===== config.mk =====
export PLATFORM = sky130hd
export DESIGN_NAME = idp_port
export DESIGN_NICKNAME = d
export VERILOG_FILES = /design/src/verilog/idp_pkg.sv /design/src/verilog/idp_port.sv /design/src/verilog/idp_line.sv
export SDC_FILE = /design/constraint.sdc
export NUM_CORES = 2
export LEC_CHECK = 0
export BUFFER_PORTS_ARGS = -buffer_cell sky130_fd_sc_hd__buf_2
export CAP_MARGIN = 15
export CORE_MARGIN = 1.5
export CORE_UTILIZATION = 55
export CTS_CLUSTER_DIAMETER = 30
export CTS_CLUSTER_SIZE = 25
export DETAILED_ROUTE_END_ITERATION = 8
export HOLD_SLACK_MARGIN = 0.02
export PLACE_DENSITY = 0.72
export SYNTH_ARGS = -nofsm -noshare
export SYNTH_HDL_FRONTEND = slang
export SYNTH_SLANG_ARGS = --single-unit

===== constraint.sdc =====
create_clock -name clock -period 4.4 [get_ports clock]
set_input_delay 0.44 -clock clock [delete_from_list [all_inputs] [get_ports clock]]
set_output_delay 0.44 -clock clock [all_outputs]
set_load 0.005 [all_outputs]

===== src/verilog/idp_pkg.sv =====
// shared constants and types for the industrial input debounce port
package idp_pkg;

  // port geometry
  localparam int LINES = 16;
  localparam int LINE_W = 4;
  localparam int LEVEL_W = 12;
  localparam int MS_W = 9;
  localparam int REQ_MS_W = 16;
  localparam int TICK_W = 16;

  // debounce interval limit in milliseconds
  localparam logic [MS_W-1:0] STABLE_MAX_MS = 9'h147;

  // clock rate and the millisecond tick derived from it
  localparam int CLOCK_HZ = 50000000;
  localparam int MS_PER_SEC = 1000;
  localparam int MS_CYCLES = CLOCK_HZ / MS_PER_SEC;

  // per-line configuration after reset
  localparam logic [LEVEL_W-1:0] FALL_RST = 12'h000;
  localparam logic [LEVEL_W-1:0] RISE_RST = 12'hfff;
  localparam logic [MS_W-1:0] STABLE_RST = 9'h000;

  // read view select
  localparam logic VIEW_WHOLE = 1'b0;
  localparam logic VIEW_LINE = 1'b1;

  typedef logic [LEVEL_W-1:0] idp_level_t;
  typedef logic [MS_W-1:0] idp_ms_t;
  typedef logic [LINES-1:0] idp_word_t;

endpackage


===== src/verilog/idp_port.sv =====
// sixteen-line industrial input port with hysteresis, debounce and readback
//
// How it works
// - level above rise threshold sets state one
// - level below fall threshold sets state zero
// - between thresholds the previous state holds
// - accept new state after stable_time_ms unchanged
// - zero stable time bypasses the debouncer
// - stable time clamps to 327 ms
// - thresholds and stable time kept per line
// - whole-port read gives sixteen debounced bits
// - per-line read gives state in bit 0
// - every read samples all sixteen lines
// - driven lines read back the written value
// - drive enables are sixteen-bit mask, lsb line 0
//
// Level codes come from an on-chip converter sequencer that runs on the
// same clock, one line per strobe, so they are taken without synchronisers.
`timescale 1ns/1ps
module idp_port
  import idp_pkg::*;
#(
  // cycles per millisecond tick; shorten in simulation
  parameter int TICK_CYCLES = idp_pkg::MS_CYCLES
)
(
  // clock and reset
  input wire logic clock,
  input wire logic rstn,
  // per-line configuration write
  input wire logic cfg_we,
  input wire logic [idp_pkg::LINE_W-1:0] cfg_line,
  input wire idp_pkg::idp_level_t cfg_fall,
  input wire idp_pkg::idp_level_t cfg_rise,
  input wire logic [idp_pkg::REQ_MS_W-1:0] cfg_stable_ms,
  // measured levels from the converter sequencer
  input wire logic sample_valid,
  input wire logic [idp_pkg::LINE_W-1:0] sample_line,
  input wire idp_pkg::idp_level_t sample_level,
  // shared output side of the port lines
  input wire idp_pkg::idp_word_t out_en_mask,
  input wire idp_pkg::idp_word_t out_data,
  // read request
  input wire logic read_req,
  input wire logic read_view,
  input wire logic [idp_pkg::LINE_W-1:0] read_line,
  // read answer
  output logic read_valid,
  output logic [idp_pkg::LINES-1:0] read_data,
  // live status
  output idp_pkg::idp_word_t line_state,
  output idp_pkg::idp_word_t detect_state
);

  localparam logic [TICK_W-1:0] TICK_LAST = TICK_W'(TICK_CYCLES - 1);
  localparam logic [REQ_MS_W-1:0] REQ_MAX = REQ_MS_W'(STABLE_MAX_MS);

  logic [TICK_W-1:0] tick_cnt;
  logic ms_tick;
  idp_word_t snapshot;

  wire tick_wrap;
  wire [TICK_W-1:0] next_tick_cnt;
  wire clamp_hit;
  wire [MS_W-1:0] stable_clamped;
  wire [LINES-1:0] cfg_load;
  wire [LINES-1:0] sample_hit;
  wire [LINES-1:0] detected;
  wire [LINES-1:0] debounced;
  wire [LINES-1:0] view_word;
  wire view_bit;
  wire [LINES-1:0] next_read_data;

  // free-running millisecond timebase shared by all debouncers
  assign tick_wrap = tick_cnt == TICK_LAST;
  assign next_tick_cnt = tick_wrap ? '0 : tick_cnt + TICK_W'(1);

  always_ff @(posedge clock or negedge rstn)
  begin
    if (!rstn)
    begin
      tick_cnt <= '0;
      ms_tick <= 1'b0;
    end
    else
    begin
      tick_cnt <= next_tick_cnt;
      ms_tick <= tick_wrap;
    end
  end

  // longer requests are cut to the limit rather than wrapped
  assign clamp_hit = cfg_stable_ms > REQ_MAX;
  assign stable_clamped = clamp_hit ? STABLE_MAX_MS : cfg_stable_ms[MS_W-1:0];

  // one detector and debouncer per line, each with its own load strobe
  genvar gi;
  generate
    for (gi = 0; gi < LINES; gi = gi + 1)
    begin : g_line
      assign cfg_load[gi] = cfg_we && (cfg_line == LINE_W'(gi));
      assign sample_hit[gi] = sample_valid && (sample_line == LINE_W'(gi));

      idp_line u_line
      (
        .clock(clock),
        .rstn(rstn),
        .cfg_load(cfg_load[gi]),
        .cfg_fall(cfg_fall),
        .cfg_rise(cfg_rise),
        .cfg_stable_ms(stable_clamped),
        .sample_valid(sample_hit[gi]),
        .sample_level(sample_level),
        .ms_tick(ms_tick),
        .detected(detected[gi]),
        .state(debounced[gi])
      );
    end
  endgenerate

  // driven lines report the written value, not the pin level;
  // bit i of the mask steers line i
  assign view_word = (out_en_mask & out_data) | (~out_en_mask & debounced);

  // the whole word is taken on every read, whatever the view
  assign view_bit = view_word[read_line];
  assign next_read_data = (read_view == VIEW_WHOLE) ? view_word :
                          {{(LINES-1){1'b0}}, view_bit};

  // read answer, one cycle after the request
  always_ff @(posedge clock or negedge rstn)
  begin
    if (!rstn)
    begin
      read_valid <= 1'b0;
      read_data <= '0;
      snapshot <= '0;
    end
    else
    begin
      read_valid <= read_req;
      if (read_req)
      begin
        read_data <= next_read_data;
        snapshot <= view_word;
      end
    end
  end

  // live status, registered so every output leaves a flip-flop
  always_ff @(posedge clock or negedge rstn)
  begin
    if (!rstn)
    begin
      line_state <= '0;
      detect_state <= '0;
    end
    else
    begin
      line_state <= debounced;
      detect_state <= detected;
    end
  end

endmodule


===== src/verilog/idp_line.sv =====
// one input line: hysteresis detector, per-line settings and debouncer
`timescale 1ns/1ps
module idp_line
  import idp_pkg::*;
(
  // clock and reset
  input wire logic clock,
  input wire logic rstn,
  // settings load
  input wire logic cfg_load,
  input wire idp_pkg::idp_level_t cfg_fall,
  input wire idp_pkg::idp_level_t cfg_rise,
  input wire idp_pkg::idp_ms_t cfg_stable_ms,
  // level samples and timebase
  input wire logic sample_valid,
  input wire idp_pkg::idp_level_t sample_level,
  input wire logic ms_tick,
  // results
  output logic detected,
  output logic state
);

  idp_level_t fall_threshold;
  idp_level_t rise_threshold;
  idp_ms_t stable_time_ms;
  idp_ms_t cnt;

  wire go_high;
  wire go_low;
  wire next_detected;
  wire changed;
  wire pending;
  wire bypass;
  wire [MS_W:0] cnt_inc;
  wire done;
  wire next_state;
  wire [MS_W-1:0] next_cnt;

  // settings live here so each line is reprogrammed alone
  always_ff @(posedge clock or negedge rstn)
  begin
    if (!rstn)
    begin
      fall_threshold <= FALL_RST;
      rise_threshold <= RISE_RST;
      stable_time_ms <= STABLE_RST;
    end
    else if (cfg_load)
    begin
      fall_threshold <= cfg_fall;
      rise_threshold <= cfg_rise;
      stable_time_ms <= cfg_stable_ms;
    end
  end

  // hysteresis: strict compares, in-between keeps the old level
  assign go_high = sample_level > rise_threshold;
  assign go_low = sample_level < fall_threshold;
  assign next_detected = !sample_valid ? detected :
                         go_high ? 1'b1 :
                         go_low ? 1'b0 :
                         detected;

  // debouncer: counter restarts on any detected change
  assign changed = next_detected != detected;
  assign pending = detected != state;
  assign bypass = stable_time_ms == STABLE_RST;
  assign cnt_inc = {1'b0, cnt} + {{MS_W{1'b0}}, 1'b1};
  assign done = pending && ms_tick && !changed && (cnt_inc >= {1'b0, stable_time_ms});
  assign next_state = (bypass || done) ? detected : state;
  assign next_cnt = (changed || !pending || done) ? '0 :
                    ms_tick ? cnt_inc[MS_W-1:0] :
                    cnt;

  // detector and debouncer state
  always_ff @(posedge clock or negedge rstn)
  begin
    if (!rstn)
    begin
      detected <= 1'b0;
      state <= 1'b0;
      cnt <= '0;
    end
    else
    begin
      detected <= next_detected;
      state <= next_state;
      cnt <= next_cnt;
    end
  end

endmodule


==> flow_metrics.py <==
metrics = {
    "placed_design": {
        "place_area_mm2": 0.04735,
        "dp_hpwl_um": 83440,
        "place_ws_ps": 898.8,
        "dp.cells": 5911,
        "portBuffers": 150,
        "place_congestion": 0.9113,
    },
    "grt": {
        "grt_max_degree": 100,
        "grtUsageTotal_pct": 29.91,
        "gr-total-overflow": 0,
        "grt_pass1_vias": 36280,
        "grt_pass1_wl_um": 198400,
        "grt_antenna_before_repair": 11,
    },
    "sta": {
        "final-setup-viol-count": 0,
        "hold_violations": 0,
        "fin_skew_ps": 43.28,
        "drv_slew": 0,
        "slew_headroom_pct": 20.64,
        "fin_crit_sh_pct": 76.89,
        "fmaxAchievable_mhz": 295.6,
        "worst_slew_pin_slew_ps": 1189,
        "whs_ps": 63.72,
        "period_needed_ps": 3383,
        "rsz0062_at_grt": "false",
        "worst_slack_ps": 1017,
        "tns_ps": 0,
    },
    "worst_hold_path": {
        "worstHoldPathType": "in -> reg",
    },
    "synthesis": {
        "synth.yosys.warnings": 0,
        "synth_compound_area_share_pct": 14.68,
        "seq_area_frac_synth_pct": 43.12,
        "synthAdderAreaFrac_pct": 14.63,
        "synthMuxAreaShare_pct": 4.621,
        "synth_top_area_share_pct": 31.97,
        "synth_top_area_cell": "dfrtp_1",
        "synth_cells": 4808,
        "syn-cell-area_mm2": 0.04524,
        "synth_edf_count": 0,
        "synth-main-ff-cell": "dfrtp_1",
        "synth_area_leaders": "dfrtp_1 32%, ha_1 15%, dfstp_2 11%",
        "synth_simple_gate_area_share_pct": 14.36,
        "synth_seq_cells": 770,
        "synth_top_family_by_area": "compound AO/OA/AOI/OAI gates",
        "synth_fp_nets": 5439,
        "syn_area_per_cell_um2": 9.410,
        "ys_types": 90,
        "synthArstFlopShare_pct": 100.0,
        "synthXorXnorAreaFrac_pct": 2.788,
    },
    "cts": {
        "postCtsSetupBuffers": 0,
        "numCtsBuffers": 168,
        "cts_htree_levels": 4,
        "root_buffer": "clkbuf_16",
        "cts.hold.buffers_added": 8,
        "clock-sinks": 770,
        "cts_tree": "done",
        "clk_pin_slew_worst_paths_ps": 40,
        "clkLatencyLatePin_ps": 760,
        "clock_path_buffers": 3,
        "cts_resized": 0,
    },
    "cells_and_area": {
        "final_cell_mix": "646 x nand2_1, 577 x dfrtp_1, 531 x inv_1",
        "fin_cells": 6238,
        "synthToLayoutAreaGrowth_pct": 18.34,
        "drive_above_1_share_pct": 17.28,
        "nets": 5660,
        "final_common_cell": "nand2_1",
        "final_cell_area_mm2": 0.05354,
        "final_util_pct": 66.15,
    },
    "drt": {
        "via_per_inst": 5.804,
        "vias": 36200,
        "drt_iter0_drc": 2695,
        "drc": 0,
        "drt_wl_total_um": 124300,
        "drtPass1Iterations": 8,
        "drtAntennaViolNets": 0,
        "wl_per_cell_um": 19.93,
    },
    "status": {
        "status": "finished, final reports clean",
    },
    "power_and_ir_drop": {
        "leakagePower_nw": 25.68,
        "vdd_drop_max_mv": 0.4218,
        "finalPower_mw": 27.50,
        "cellPowerDensity_mw_per_mm2": 513.7,
    },
    "critical_path": {
        "cp.required_ps": 5020,
        "cp.arrival_ps": 4000,
        "worstSetupPathType": "reg -> reg",
        "crit_fanout": 9,
        "crit_path_top_delay_cell": "o211ai_1",
        "cp-end-kind": "flip-flop",
        "crit_path_start_kind": "flip-flop",
        "cpPeakStageDelay_ps": 590,
        "path_cells": "ha_1 -> and3_1 -> and3_1 -> xor2_1 -> ha_1 -> inv_1 -> o21ai_0 -> a21oi_1 -> o211ai_1 -> nor2_1 -> a221oi_1 -> nor2_1",
        "crit_family": "compound AO/OA/AOI/OAI gates",
        "path_buf_inv": 1,
    },
    "floorplan": {
        "core_area_mm2": 0.08094,
        "rows": 104,
        "start_util_pct": 55.90,
        "io_pins": 151,
        "chipHeight_um": 289.8,
        "die-area_mm2": 0.08399,
        "dieWidth_um": 289.8,
    },
    "run": {
        "maxCapViolations": 0,
    },
}
where the power goes:
part | total, mW | switching (mW) | internal [mW]
Clock | 13.3 | 4.33 | 9.00
Combinational | 4.88 | 2.88 | 2.00
Sequential | 9.31 | 0.717 | 8.59
Total | 27.5 | 7.92 | 19.6
synthesized netlist by cell type (all sizes together) (35+ instances only):
cell type  count
nand2        646
dfrtp        578
inv          532
ha           529
o21ai        488
a21oi        249
dfstp        192
nor2         171
clkbuf       150
mux2         146
nand3        131
xor2          96
a21o          85
nand4         84
nor3          72
nor2b         58
and3          52
xnor2         48
nand2b        36
a211oi        35
sequential cells by signal, summed over array words and instances (netlist names):
name,cells
g_line.u_line.stable_time_ms,144
detect_state,16
g_line.u_line.fall_threshold,192
read_valid,1
g_line.u_line.cnt,144
read_data,16
g_line.u_line.detected,16
g_line.u_line.rise_threshold,192
line_state,16
ms_tick,1
tick_cnt,16
g_line.u_line.state,16
final cells by class:
cell class	count	area [um2]
fill	6243	27400
multi-input combinational	3340	23150
sequential	770	19510
clock buffer	212	4601
inverter	532	1999
clock inverter	103	1499
timing repair buffer	217	1446
tap	1060	1326
antenna	4	10.01
tightest hold or removal path, stage by stage:
cell     delay [ps]
buf_2            70
mux2i_1          70
o22ai_1         140
path summary, 6_finish.rpt:
check                                                     end                       start  cells after the start  slack, ps
min                                              read_data[1]                 out_data[1]                      3         60
min in group asynchronous  g_line[7].u_line.fall_threshold[8]                        rstn                      2        330
max                                  g_line[13].u_line.cnt[3]    g_line[13].u_line.cnt[0]                     12       1020
min reg2reg                                  detect_state[11]  g_line[11].u_line.detected                      0        430
max in group asynchronous                             ms_tick                        rstn                      3       2970
max reg2reg                          g_line[13].u_line.cnt[3]    g_line[13].u_line.cnt[0]                     12       1020
per-layer routing:
metal,vias to the layer above,part of all wire (%),track usage [%]
li1,17230,-,-
met1,17710,43,38.97
met2,994,47,49.03
met3,260,6.0,5.737
met4,4,3.8,12.34
met5,-,0.021,0
cells by family after synthesis:
kind of cell,after synthesis
xor+xnor,144
flops,770
mux,184
compound gates,1106
fa+ha+maj,529
buf+inv,698
simple gates,1377
Note: power is estimated with default switching activity, not from simulation.
